[config.mk]
export PLATFORM = sky130hd
export DESIGN_NAME = ipm_top
export DESIGN_NICKNAME = d
export VERILOG_FILES = /design/src/verilog/ipm_pkg.sv /design/src/verilog/ipm_pending_or.sv /design/src/verilog/ipm_sticky_status.sv /design/src/verilog/ipm_top.sv
export SDC_FILE = /design/constraint.sdc
export NUM_CORES = 1
export LEC_CHECK = 0
export ABC_AREA = 1
export BUFFER_PORTS_ARGS = -buffer_cell sky130_fd_sc_hd__buf_4
export CORE_MARGIN = 2
export CORE_UTILIZATION = 36
export DETAILED_ROUTE_END_ITERATION = 12
export GPL_ROUTABILITY_DRIVEN = 0
export PLACE_DENSITY_LB_ADDON = 0.25
export SLEW_MARGIN = 20
export SYNTH_ARGS = -nofsm -noshare
export SYNTH_HDL_FRONTEND = slang
export SYNTH_HIERARCHICAL = 1
export SYNTH_SLANG_ARGS = --single-unit
[constraint.sdc]
create_clock -name i_clock -period 1.5 [get_ports i_clock]
set_clock_uncertainty 0.2 [all_clocks]
set_input_delay 0 -clock i_clock [delete_from_list [all_inputs] [get_ports i_clock]]
set_output_delay 0 -clock i_clock [all_outputs]
set_load 0.1 [all_outputs]
[src/verilog/ipm_pkg.sv]
/*
 * constants shared by the interrupt pending-module identification block:
 * register indexes, id bit positions, reset values and bus states.
 * assumes a 32-bit avalon-mm slave port with byte addresses.
 */
`default_nettype none

package ipm_pkg;

   // ----------------------------------------------------------------
   // sizes
   // ----------------------------------------------------------------
   localparam int SRC_W = 8;
   localparam int GROUPS = 3;
   localparam int ADDR_W = 6;
   localparam int DATA_W = 32;
   localparam int REG_W = 8;
   localparam int BE_W = 4;

   // ----------------------------------------------------------------
   // register indexes, byte address is four times the index
   // ----------------------------------------------------------------
   localparam logic [3:0] IDX_PENDING_ID = 4'hB;
   localparam logic [3:0] IDX_EVT_STATUS = 4'hC;
   localparam logic [3:0] IDX_EVT_MASK = 4'hD;

   // ----------------------------------------------------------------
   // id fields and reset values
   // ----------------------------------------------------------------
   localparam int ID_BIT_M0 = 0;
   localparam int ID_BIT_M1 = 1;
   localparam int ID_BIT_SYS = 7;
   localparam int ID_RSV_LO = 2;
   localparam int ID_RSV_HI = 6;
   localparam logic [7:0] ID_RESET = 8'h00;
   localparam logic [7:0] STATUS_RESET = 8'h00;
   localparam logic [7:0] MASK_RESET = 8'h00;
   localparam logic [7:0] EVENT_BITS = 8'h83;

   typedef enum logic [0:0] {
      BUS_IDLE,
      BUS_ANSWER
   } ipm_bus_e;

endpackage : ipm_pkg

`default_nettype wire

[src/verilog/ipm_pending_or.sv]
/*
 * one module group: pending when any source has flag and enable set.
 * assumes flags and enables come from logic on the same core clock.
 */
`timescale 1ns/1ps
`default_nettype none

module ipm_pending_or (
   input wire logic [ipm_pkg::SRC_W-1:0] i_flags,
   input wire logic [ipm_pkg::SRC_W-1:0] i_enables,
   output logic o_pending
);

   // ----------------------------------------------------------------
   // reduction
   // ----------------------------------------------------------------
   always_comb begin
      o_pending = |(i_flags & i_enables);
   end

endmodule : ipm_pending_or

`default_nettype wire

[src/verilog/ipm_sticky_status.sv]
/*
 * sticky event status, cleared by writing one; a set wins over a clear.
 * assumes set and clear pulses arrive on i_clock.
 */
`timescale 1ns/1ps
`default_nettype none

module ipm_sticky_status (
   input wire logic i_clock,
   input wire logic i_rst_n,
   input wire logic [ipm_pkg::REG_W-1:0] i_set,
   input wire logic [ipm_pkg::REG_W-1:0] i_clear,
   output logic [ipm_pkg::REG_W-1:0] o_status
);

   logic [ipm_pkg::REG_W-1:0] status_r;
   logic [ipm_pkg::REG_W-1:0] status_nxt;

   // ----------------------------------------------------------------
   // status update
   // ----------------------------------------------------------------
   always_comb begin
      status_nxt = ((status_r & ~i_clear) | i_set) & ipm_pkg::EVENT_BITS;
   end

   always_ff @(posedge i_clock or negedge i_rst_n) begin
      if (!i_rst_n) begin
         status_r <= ipm_pkg::STATUS_RESET;
      end else begin
         status_r <= status_nxt;
      end
   end

   assign o_status = status_r;

   a_set_beats_clear: assert property (@(posedge i_clock) disable iff (!i_rst_n)
      (|(i_set & i_clear)) |=> (|(status_r & $past(i_set))))
      else $error("status set lost to a clear in the same cycle");

endmodule : ipm_sticky_status

`default_nettype wire

[src/verilog/ipm_top.sv]
/*
 * interrupt pending-module identification register with avalon-mm slave,
 * event status, mask and one level interrupt.
 * assumes flag and enable vectors come from the core clock domain.
 */
`timescale 1ns/1ps
`default_nettype none

module ipm_top (
   input wire logic i_clock,
   input wire logic i_rst_n,
   input wire logic [ipm_pkg::SRC_W-1:0] i_m0_flags,
   input wire logic [ipm_pkg::SRC_W-1:0] i_m0_enables,
   input wire logic [ipm_pkg::SRC_W-1:0] i_m1_flags,
   input wire logic [ipm_pkg::SRC_W-1:0] i_m1_enables,
   input wire logic [ipm_pkg::SRC_W-1:0] i_sys_flags,
   input wire logic [ipm_pkg::SRC_W-1:0] i_sys_enables,
   input wire logic [ipm_pkg::ADDR_W-1:0] i_avs_address,
   input wire logic i_avs_read,
   input wire logic i_avs_write,
   input wire logic [ipm_pkg::DATA_W-1:0] i_avs_writedata,
   input wire logic [ipm_pkg::BE_W-1:0] i_avs_byteenable,
   output logic [ipm_pkg::DATA_W-1:0] o_avs_readdata,
   output logic o_avs_waitrequest,
   output logic [ipm_pkg::REG_W-1:0] o_pending_id,
   output logic o_irq
);

   // ----------------------------------------------------------------
   // declarations
   // ----------------------------------------------------------------
   logic [ipm_pkg::GROUPS-1:0][ipm_pkg::SRC_W-1:0] flags_all;
   logic [ipm_pkg::GROUPS-1:0][ipm_pkg::SRC_W-1:0] enables_all;
   logic [ipm_pkg::GROUPS-1:0] group_pending;
   logic [ipm_pkg::REG_W-1:0] pending_id;
   logic run_r;
   logic run_nxt;
   logic [ipm_pkg::REG_W-1:0] prev_id_r;
   logic [ipm_pkg::REG_W-1:0] prev_id_nxt;
   logic [ipm_pkg::REG_W-1:0] event_set;
   logic [ipm_pkg::REG_W-1:0] event_clear;
   logic [ipm_pkg::REG_W-1:0] event_status;
   logic [ipm_pkg::REG_W-1:0] mask_r;
   logic [ipm_pkg::REG_W-1:0] mask_nxt;
   ipm_pkg::ipm_bus_e state_r;
   ipm_pkg::ipm_bus_e state_nxt;
   logic [ipm_pkg::DATA_W-1:0] readdata_r;
   logic [ipm_pkg::DATA_W-1:0] readdata_nxt;
   logic [3:0] reg_index;
   logic request;
   logic accept_write;
   logic accept_read;
   logic low_lane;

   // ----------------------------------------------------------------
   // address decode helper
   // ----------------------------------------------------------------
   function automatic logic reg_hit(
      input logic [3:0] index,
      input logic [3:0] target
   );
      reg_hit = (index == target);
   endfunction : reg_hit

   // ----------------------------------------------------------------
   // per-module pending reduction
   // ----------------------------------------------------------------
   assign flags_all = {i_sys_flags, i_m1_flags, i_m0_flags};
   assign enables_all = {i_sys_enables, i_m1_enables, i_m0_enables};

   generate
      for (genvar g = 0; g < ipm_pkg::GROUPS; g++) begin : g_group
         ipm_pending_or u_or (
            .i_flags(flags_all[g]),
            .i_enables(enables_all[g]),
            .o_pending(group_pending[g])
         );
      end
   endgenerate

   // ----------------------------------------------------------------
   // identification value
   // ----------------------------------------------------------------
   // run_r holds the value at zero through reset and its release edge
   always_comb begin
      run_nxt = 1'b1;
   end

   always_ff @(posedge i_clock or negedge i_rst_n) begin
      if (!i_rst_n) begin
         run_r <= 1'b0;
      end else begin
         run_r <= run_nxt;
      end
   end

   // no storage: each bit follows its group in the same cycle
   always_comb begin
      pending_id = ipm_pkg::ID_RESET;
      if (run_r) begin
         pending_id[ipm_pkg::ID_BIT_M0] = group_pending[0];
         pending_id[ipm_pkg::ID_BIT_M1] = group_pending[1];
         pending_id[ipm_pkg::ID_BIT_SYS] = group_pending[2];
      end
   end

   assign o_pending_id = pending_id;

   // ----------------------------------------------------------------
   // rising id bits become events
   // ----------------------------------------------------------------
   always_comb begin
      prev_id_nxt = pending_id;
      event_set = pending_id & ~prev_id_r & ipm_pkg::EVENT_BITS;
   end

   always_ff @(posedge i_clock or negedge i_rst_n) begin
      if (!i_rst_n) begin
         prev_id_r <= ipm_pkg::ID_RESET;
      end else begin
         prev_id_r <= prev_id_nxt;
      end
   end

   // ----------------------------------------------------------------
   // avalon-mm slave, one wait state on every access
   // ----------------------------------------------------------------
   assign reg_index = i_avs_address[5:2];
   assign request = i_avs_read | i_avs_write;
   assign low_lane = i_avs_byteenable[0];
   assign accept_write = i_avs_write && (state_r == ipm_pkg::BUS_ANSWER);
   assign accept_read = i_avs_read && (state_r == ipm_pkg::BUS_ANSWER);
   assign o_avs_waitrequest = request && (state_r == ipm_pkg::BUS_IDLE);

   always_comb begin
      state_nxt = state_r;
      case (state_r)
         ipm_pkg::BUS_IDLE: begin
            if (request) begin
               state_nxt = ipm_pkg::BUS_ANSWER;
            end
         end
         ipm_pkg::BUS_ANSWER: begin
            state_nxt = ipm_pkg::BUS_IDLE;
         end
         default: begin
            state_nxt = ipm_pkg::BUS_IDLE;
         end
      endcase
   end

   // read data is caught at the wait edge and stands at the answer edge
   always_comb begin
      readdata_nxt = readdata_r;
      if (i_avs_read && (state_r == ipm_pkg::BUS_IDLE)) begin
         if (reg_hit(reg_index, ipm_pkg::IDX_PENDING_ID)) begin
            readdata_nxt = {24'h000000, pending_id};
         end else if (reg_hit(reg_index, ipm_pkg::IDX_EVT_STATUS)) begin
            readdata_nxt = {24'h000000, event_status};
         end else if (reg_hit(reg_index, ipm_pkg::IDX_EVT_MASK)) begin
            readdata_nxt = {24'h000000, mask_r};
         end else begin
            readdata_nxt = 32'h00000000;
         end
      end
   end

   always_ff @(posedge i_clock or negedge i_rst_n) begin
      if (!i_rst_n) begin
         state_r <= ipm_pkg::BUS_IDLE;
         readdata_r <= 32'h00000000;
      end else begin
         state_r <= state_nxt;
         readdata_r <= readdata_nxt;
      end
   end

   assign o_avs_readdata = readdata_r;

   // ----------------------------------------------------------------
   // mask and status writes; the id register ignores writes
   // ----------------------------------------------------------------
   always_comb begin
      mask_nxt = mask_r;
      event_clear = 8'h00;
      if (accept_write && low_lane) begin
         if (reg_hit(reg_index, ipm_pkg::IDX_EVT_MASK)) begin
            mask_nxt = i_avs_writedata[7:0] & ipm_pkg::EVENT_BITS;
         end else if (reg_hit(reg_index, ipm_pkg::IDX_EVT_STATUS)) begin
            event_clear = i_avs_writedata[7:0];
         end
      end
   end

   always_ff @(posedge i_clock or negedge i_rst_n) begin
      if (!i_rst_n) begin
         mask_r <= ipm_pkg::MASK_RESET;
      end else begin
         mask_r <= mask_nxt;
      end
   end

   ipm_sticky_status u_status (
      .i_clock(i_clock),
      .i_rst_n(i_rst_n),
      .i_set(event_set),
      .i_clear(event_clear),
      .o_status(event_status)
   );

   // ----------------------------------------------------------------
   // interrupt output
   // ----------------------------------------------------------------
   assign o_irq = |(event_status & mask_r);

   // ----------------------------------------------------------------
   // assertions
   // ----------------------------------------------------------------
   a_reset_id_zero: assert property (
      @(posedge i_clock) disable iff (!i_rst_n)
      !run_r |-> (o_pending_id == ipm_pkg::ID_RESET))
      else $error("id not zero right after reset");

   a_write_id_noop: assert property (
      @(posedge i_clock) disable iff (!i_rst_n)
      (accept_write && reg_hit(reg_index, ipm_pkg::IDX_PENDING_ID))
      |=> ($stable(mask_r) && (event_status == ($past(event_status) | $past(event_set)))))
      else $error("write to id register changed state");

   a_module0_bit: assert property (
      @(posedge i_clock) disable iff (!i_rst_n)
      run_r |-> (o_pending_id[ipm_pkg::ID_BIT_M0] == |(i_m0_flags & i_m0_enables)))
      else $error("module 0 id bit wrong");

   a_module0_clear: assert property (
      @(posedge i_clock) disable iff (!i_rst_n)
      ((i_m0_flags & i_m0_enables) == 8'h00) |-> !o_pending_id[ipm_pkg::ID_BIT_M0])
      else $error("module 0 id bit not cleared");

   a_module1_bit: assert property (
      @(posedge i_clock) disable iff (!i_rst_n)
      run_r |-> (o_pending_id[ipm_pkg::ID_BIT_M1] == |(i_m1_flags & i_m1_enables)))
      else $error("module 1 id bit wrong");

   a_module1_clear: assert property (
      @(posedge i_clock) disable iff (!i_rst_n)
      $fell(|(i_m1_flags & i_m1_enables)) |-> !o_pending_id[ipm_pkg::ID_BIT_M1])
      else $error("module 1 id bit not cleared");

   a_system_bit: assert property (
      @(posedge i_clock) disable iff (!i_rst_n)
      run_r |-> (o_pending_id[ipm_pkg::ID_BIT_SYS] == |(i_sys_flags & i_sys_enables)))
      else $error("system id bit wrong");

   a_system_clear: assert property (
      @(posedge i_clock) disable iff (!i_rst_n)
      ((i_sys_flags & i_sys_enables) == 8'h00) |-> !o_pending_id[ipm_pkg::ID_BIT_SYS])
      else $error("system id bit not cleared");

   a_reserved_zero: assert property (
      @(posedge i_clock) disable iff (!i_rst_n)
      o_pending_id[ipm_pkg::ID_RSV_HI:ipm_pkg::ID_RSV_LO] == 5'h00)
      else $error("reserved id bits not zero");

   a_read_live_id: assert property (
      @(posedge i_clock) disable iff (!i_rst_n)
      (accept_read && reg_hit(reg_index, ipm_pkg::IDX_PENDING_ID))
      |-> (o_avs_readdata == {24'h000000, $past(pending_id)}))
      else $error("id read does not match pending state");

   a_bus_answer: assert property (
      @(posedge i_clock) disable iff (!i_rst_n)
      $rose(request) |-> o_avs_waitrequest ##1 !o_avs_waitrequest)
      else $error("bus answer not after one wait state");

   a_irq_level: assert property (
      @(posedge i_clock) disable iff (!i_rst_n)
      (|event_set && |(mask_r & event_set)) |=> o_irq)
      else $error("unmasked event did not raise interrupt");

   c_id_read: cover property (@(posedge i_clock) disable iff (!i_rst_n)
      accept_read && reg_hit(reg_index, ipm_pkg::IDX_PENDING_ID) && |o_avs_readdata);

   c_all_pending: cover property (@(posedge i_clock) disable iff (!i_rst_n)
      pending_id == ipm_pkg::EVENT_BITS);

   c_irq_cleared: cover property (@(posedge i_clock) disable iff (!i_rst_n)
      $fell(o_irq));

endmodule : ipm_top

`default_nettype wire

; ---- Word level (Yosys, flattened, before mapping)
; Cells that the tools add are included.
[word_totals]
register_bits = 43
inputBits = 94
out_inout_bits = 42
word_cells = 39
[op_classes]
n_eq_ne = 3
mux = 10
n_bitwise = 11
n_reduce_logical = 9
[ops]
columns = cell, count
row1 = $and A8 B8 Y8, 6
row2 = $mux W8, 6
row3 = $reduce_or A8 Y1, 4
row4 = $not A8 Y8, 2
row5 = $eq A4 B4 Y1 const B, 3
row6 = $or A8 B8 Y8, 1
row7 = $logic_and A1 B1 Y1, 4
row8 = $mux W1, 2
row9 = $mux W2, 1
row10 = $pmux W1 S2, 1
row11 = $reduce_and A2 Y1, 1
row12 = $not A1 Y1, 1
row13 = $or A1 B1 Y1, 1

; ---- Depth between registers and ports, before layout
; Gate-level depths: netlist of run 1.
[logic_depth]
ltp_word = 7
ltp_mapped = 10
ltp_nobuf = 10

; ---- Hierarchy
; Netlist of run 1, hierarchy kept.
[by_module_without_submodules]
columns = module, instances, cells_each, area_each_um2, seq_area_each_um2
row1 = ipm_top, 1, 143, 1051.0, 400.4
row2 = ipm_pending_or, 3, 15, 56.3, 0.0
row3 = ipm_sticky_status, 1, 21, 161.4, 75.1

; ---- Least setup slack after synthesis of run 1
; OpenSTA, ideal clock, no wires.
[synth_path]
path_kind = flip-flop to flip-flop
from = register state_r
to = register state_r
setup_ps = 267
arrival_ps = 1691
required_time_ps = 1033
slack_ps = -658
path_stages_with_launch = 2
n_path_buf = 0
synth_period_minus_slack_ps = 2158
path_cell_list = dfrtp_1 nor2_1
[synth_via]
elab_chain_len = 2
[synth_rtl]
columns = element, line
row1 = start: declaration, ipm_top.sv:45  ; ipm_pkg::ipm_bus_e state_r;
row2 = start signal: assignment, ipm_top.sv:170  ; state_r <= ipm_pkg::BUS_IDLE;
row3 = start signal: assignment, ipm_top.sv:173  ; state_r <= state_nxt;
row4 = $not A1 Y1, -
row5 = $pmux W1 S2 (*), ipm_top.sv:137  ; case (state_r)
; Every way passes the cells marked *; elsewhere a longest branch is shown, timed or not.
; A chain may end at the register's enable or synchronous reset.

; ---- Worst setup path after layout of run 1
[layout_path]
from = input i_m1_enables[6] (netlist bit)
to = output o_pending_id[1] (netlist bit)
[layout_via]
elab_chain_len = 3
[layout_rtl]
columns = element, line
row1 = start: declaration, ipm_top.sv:15  ; input wire logic [ipm_pkg::SRC_W-1:0] i_m1_enables,
row2 = $and A8 B8 Y8, ipm_pending_or.sv:18  ; o_pending = |(i_flags & i_enables);
row3 = $reduce_or A8 Y1, ipm_pending_or.sv:18
row4 = "net group_pending, one bit", ipm_top.sv:34  ; logic [ipm_pkg::GROUPS-1:0] group_pending;
row5 = $mux W2, ipm_top.sv:100  ; if (run_r) begin
row6 = end: declaration, ipm_top.sv:25  ; output logic [ipm_pkg::REG_W-1:0] o_pending_id,
; The timed path passes the listed nets, and every way through them passes these cells.

==> results.txt, run 1 <==
DR WL/cell: 8.67 um
GR Overflow Total: 0
RR Startpoint: run_r
CTS tree: yes
Slowest-stage cell, CP: dlygate4sd3_1
Final period util: 0.971
Total GRT Usage: 0.152
Final Hold Viols: 2
I/O Pins: 136
antenna cells: 0
Final ANT Viol Nets: 0
Initial Utilization: 0.372
initial antenna violation count: 0
clock transition at the registers of the reported paths: 0.07 ns
final setup margin: 0.0434 ns
failing checks: negative hold slack
P&R area growth vs syn: 50.6%
WP buf/inv: 4
cells along the critical path: dlygate4sd3_1 -> buf_4 -> nand2_1 -> nand2_1 -> nor2_1 -> nand2_1 -> nand2_1 -> inv_1 -> buf_6
Mean Syn Cell Area: 6.77 um^2
Max Cap Violations: 0
WS Path Type: primary input to output pin
setup violators final: 0
vias per cell: 3.99
Pint: 949 uW
Sw Pwr: 865 uW
row count: 22
total power: 1.81 mW
CTS root buf: clkbuf_8
CP startpoint kind: primary input
# clock sinks: 19
final net count: 382
Routed WL: 2.91 mm
pin count of the biggest net entering global routing: 20
total core area: 3610 um^2
synth warn: 6
final core area utilization: 0.560
drt drc: 0
accumulated negative setup slack: 0 ns
hold wc startpoint: i_sys_enables[6]
crit path from: i_m1_enables[6]
CP endpoint kind: output pin
RSZ-0062 raised after global routing: yes
vias in the first global route: 1352
arrival time worst endpoint: 1.26 ns
fin cells: 335
pre-CTS setup slack: 0.198 ns
crit-path max cell delay: 0.54 ns
first-pass GRT wire length: 5.18 mm
Clock Path Buffers: 2
Clk network pwr share: 0.192
Worst VDD drop: 0.291 mV
HP Class: primary input to register
width of the chip: 65.0 um
Final Max Slew Viols: 0
fillcell total: 390
IO buf count: 72
Hold Worst Slack: -0.00650 ns
Max Freq: 687 MHz
Post-CTS Repair Setup Buffers: 0
drt initial violations: 24
DP HPWL: 2.44 mm
sequential share of power: 0.315
Initial DRT Pass Iterations: 4
WP data required: 1.30 ns
Clk Latency, worst-skew pair: 0.25 ns
placed insts: 317
logic gate share of total power: 0.493
Most Frequent Cell on Critical Path: nand2_1
Post-Synthesis Cells: 198
CTS Buf Count: 3
PD cells: 899 nW/um^2
sw frac: 0.477
status: complete, but fails checks
share of post-route cells with drive strength above 1: 0.303
htree depth: 1
Die Height: 65.0 um
CP max FO: 3
Tmin final: 1.46 ns
Mapped Area: 1340 um^2
die area: 4230 um^2
via count: 1337
P_leak: 1.18 nW
CP top delay family: buffers and inverters
-- registers in the layout, summed over array words and instances (netlist names) --
name               cells
prev_id_r              3
u_status/o_status      3
mask_r                 3
state_r                1
run_r                  1
o_avs_readdata         8
-- power groups by stage --
| stage | combinational (mW) | clock, mW | sequential (mW) |
|---|---|---|---|
| finish | 0.894 | 0.348 | 0.572 |
| global route | 0.948 | 0.384 | 0.576 |
| CTS | 0.894 | 0.362 | 0.572 |
| detailed placement | 0.862 | 0 | 0.582 |
| global placement | 0.858 | 0 | 0.580 |
| floorplan | 0.634 | 0 | 0.667 |
-- cell usage in the layout, fill, tap and decap left out, types with 2 or more instances in the layout --
cell           instances
nand2_1               79
buf_4                 72
conb_1                35
inv_1                 20
dfrtp_1               19
dlygate4sd3_1         14
nand3_1               13
nor2_1                 9
o21ai_0                5
nor2_2                 4
nor3_1                 3
o21ai_1                3
clkbuf_8               3
nor2_4                 2
-- metal layers --
metal / up-vias / wire length (um) / GRT usage
met5: - / 0 / 0
met3: 2 / 257 / 0.0347
met2: 66 / 1500 / 0.296
met4: 0 / 14 / 0.0391
met1: 563 / 1130 / 0.162
li1: 706 / - / -
-- layout make-up --
class,instances,area (um^2),area share
clock inverter,1,5.00,0.00248
timing repair buffer,87,692,0.343
clock buffer,3,41.3,0.0205
tap,48,60.1,0.0298
inverter,21,78.8,0.0391
sequential,19,475,0.236
multi-input combinational,156,666,0.330
-- metrics by stage --
step	hold slack [ns]	cell area, um^2
final	-0.00650	2020
after global routing	0.0455	2020
after CTS	-0.0107	2010
after detailed placement	-0.308	1820
after global placement	-0.308	1820
after floorplan	-0.496	1470
-- tightest hold or removal path: cells and delay by family --
kind | cells | cell delay, ns
AND/OR/NAND/NOR | 5 | 0.25
buffers and inverters | 2 | 0.17
-- worst paths after layout --
path	slack, ns	endpoint	depth (start not counted)
max in group asynchronous	0.41	o_avs_readdata[7]	3
worst max register to register	0.06	prev_id_r[0]	3
worst min register to register	0.27	u_status/o_status[1]	3
worst max-delay path	0.04	o_pending_id[1]	9
worst min-delay path	-0.007	prev_id_r[7]	7
min in group asynchronous	0.49	o_avs_readdata[5]	3
-- timing repair --
item | CTS | global route
resized for setup | 0 | 3
endpoints found under the hold margin | 31 | 0
hold buffers | 14 | 0
endpoints found under the setup margin | 0 | 6
(Power assumes the default switching activity.)
==> inputs of run 2 (changes only) <==
==> constraint.sdc (replaced) <==
create_clock -name i_clock -period 1.5 [get_ports i_clock]
set_clock_uncertainty 0.2 [all_clocks]
set_input_delay 0.075 -clock i_clock [delete_from_list [all_inputs] [get_ports i_clock]]
set_output_delay 0.075 -clock i_clock [all_outputs]
set_load 0.1 [all_outputs]
==> results.txt, run 2 (same netlist as run 1, synthesis figures left out) <==
logic gate share of total power: 0.489
Final Hold Viols: 0
vias per cell: 4.00
initial antenna violation count: 0
drt drc: 0
P&R area growth vs syn: 46.2%
CTS Buf Count: 3
drt initial violations: 41
htree depth: 1
fin cells: 328
sequential share of power: 0.318
final net count: 375
most frequent cells in the layout: nand2_1, buf_4, conb_1
DR WL/cell: 8.72 um
RR Startpoint: state_r
GR Overflow Total: 0
DP HPWL: 2.44 mm
vias in the first global route: 1323
Worst VDD drop: 0.292 mV
max reg flops: 8
IO buf count: 72
status: completed
Die Height: 65.0 um
worst reg2reg path depth: 4
via count: 1312
total power: 1.80 mW
Clk network pwr share: 0.193
HP Class: primary input to asynchronous set/reset pin
Total GRT Usage: 0.148
CTS tree: yes
clock transition at the registers of the reported paths: 0.07 ns
crit path from: i_avs_write
final core area utilization: 0.543
arrival time worst endpoint: 1.17 ns
most common cell after layout, fill and taps aside: nand2_1
CTS root buf: clkbuf_8
die area: 4230 um^2
Max Cap Violations: 0
CP endpoint kind: output pin
Max Freq: 693 MHz
Clock Path Buffers: 2
Final ANT Viol Nets: 0
Hold Worst Slack: 0.0286 ns
Post-CTS Repair Setup Buffers: 0
share of post-route cells with drive strength above 1: 0.318
setup violators final: 0
WP data required: 1.22 ns
Routed WL: 2.86 mm
Clk Latency, worst-skew pair: 0.25 ns
row count: 22
P_leak: 1.16 nW
CP max FO: 2
Pint: 933 uW
# clock sinks: 19
total core area: 3610 um^2
first-pass GRT wire length: 5.08 mm
pin count of the biggest net entering global routing: 20
antenna cells: 0
Final Max Slew Viols: 0
Initial Utilization: 0.372
placed insts: 317
sw frac: 0.480
PD cells: 916 nW/um^2
Tmin final: 1.44 ns
WS Path Type: primary input to output pin
CP startpoint kind: primary input
Initial DRT Pass Iterations: 4
I/O Pins: 136
accumulated negative setup slack: 0 ns
RSZ-0062 raised after global routing: no
width of the chip: 65.0 um
Final period util: 0.962
Sw Pwr: 862 uW
-- run 2: cell type report --
class / count / area (um^2)
fill: 398 / 1650
multi-input combinational: 156 / 681
timing repair buffer: 80 / 618
sequential: 19 / 475
inverter: 21 / 78.8
tap: 48 / 60.1
clock buffer: 3 / 41.3
clock inverter: 1 / 5.00
-- run 2: metal layers --
metal  global-route usage  vias to the layer above  routed length [um]
met2                0.290                       61                1490
met4               0.0339                        0                  14
met3               0.0313                        2                 235
met1                0.162                      556                1120
met5                    0                        -                   0
li1                     -                      693                   -
-- run 2: power by group through the flow --
stage | Combinational [mW] | Sequential [mW] | Clock, mW
3_5_place_dp | 0.862 | 0.582 | 0
3_3_place_gp | 0.858 | 0.580 | 0
5_1_grt | 0.930 | 0.576 | 0.384
6_report | 0.878 | 0.571 | 0.346
4_1_cts | 0.877 | 0.572 | 0.362
2_1_floorplan | 0.634 | 0.667 | 0
-- run 2: path summary, 6_finish.rpt --
path	end	slack, ns
worst max register to register	o_avs_readdata[2]	0.22
worst min-delay path	o_avs_readdata[5]	0.03
max in group asynchronous	mask_r[7]	0.87
worst max-delay path	o_avs_waitrequest	0.06
worst min register to register	u_status/o_status[1]	0.27
min in group i_clock	o_avs_readdata[0]	0.03
-- run 2: timing repair --
| action | in CTS | in global routing |
|---|---|---|
| setup endpoints to repair | 0 | 4 |
| hold buffers | 7 | 0 |
| resized for setup | 0 | 5 |
| endpoints found under the hold margin | 23 | 0 |
-- run 2: worst max-delay path, stage by stage --
cell and delay, ns:
dlygate4sd3_1 0.54, buf_4 0.14, nor2_2 0.14, nor2_4 0.04, buf_4 0.23
-- run 2: metrics by stage --
step	setup slack, ns	cell area (um^2)
floorplan	0.0584	1470
global placement	0.210	1820
detailed placement	0.198	1820
CTS	0.0158	1940
global route	0.00542	1960
finish	0.0574	1960
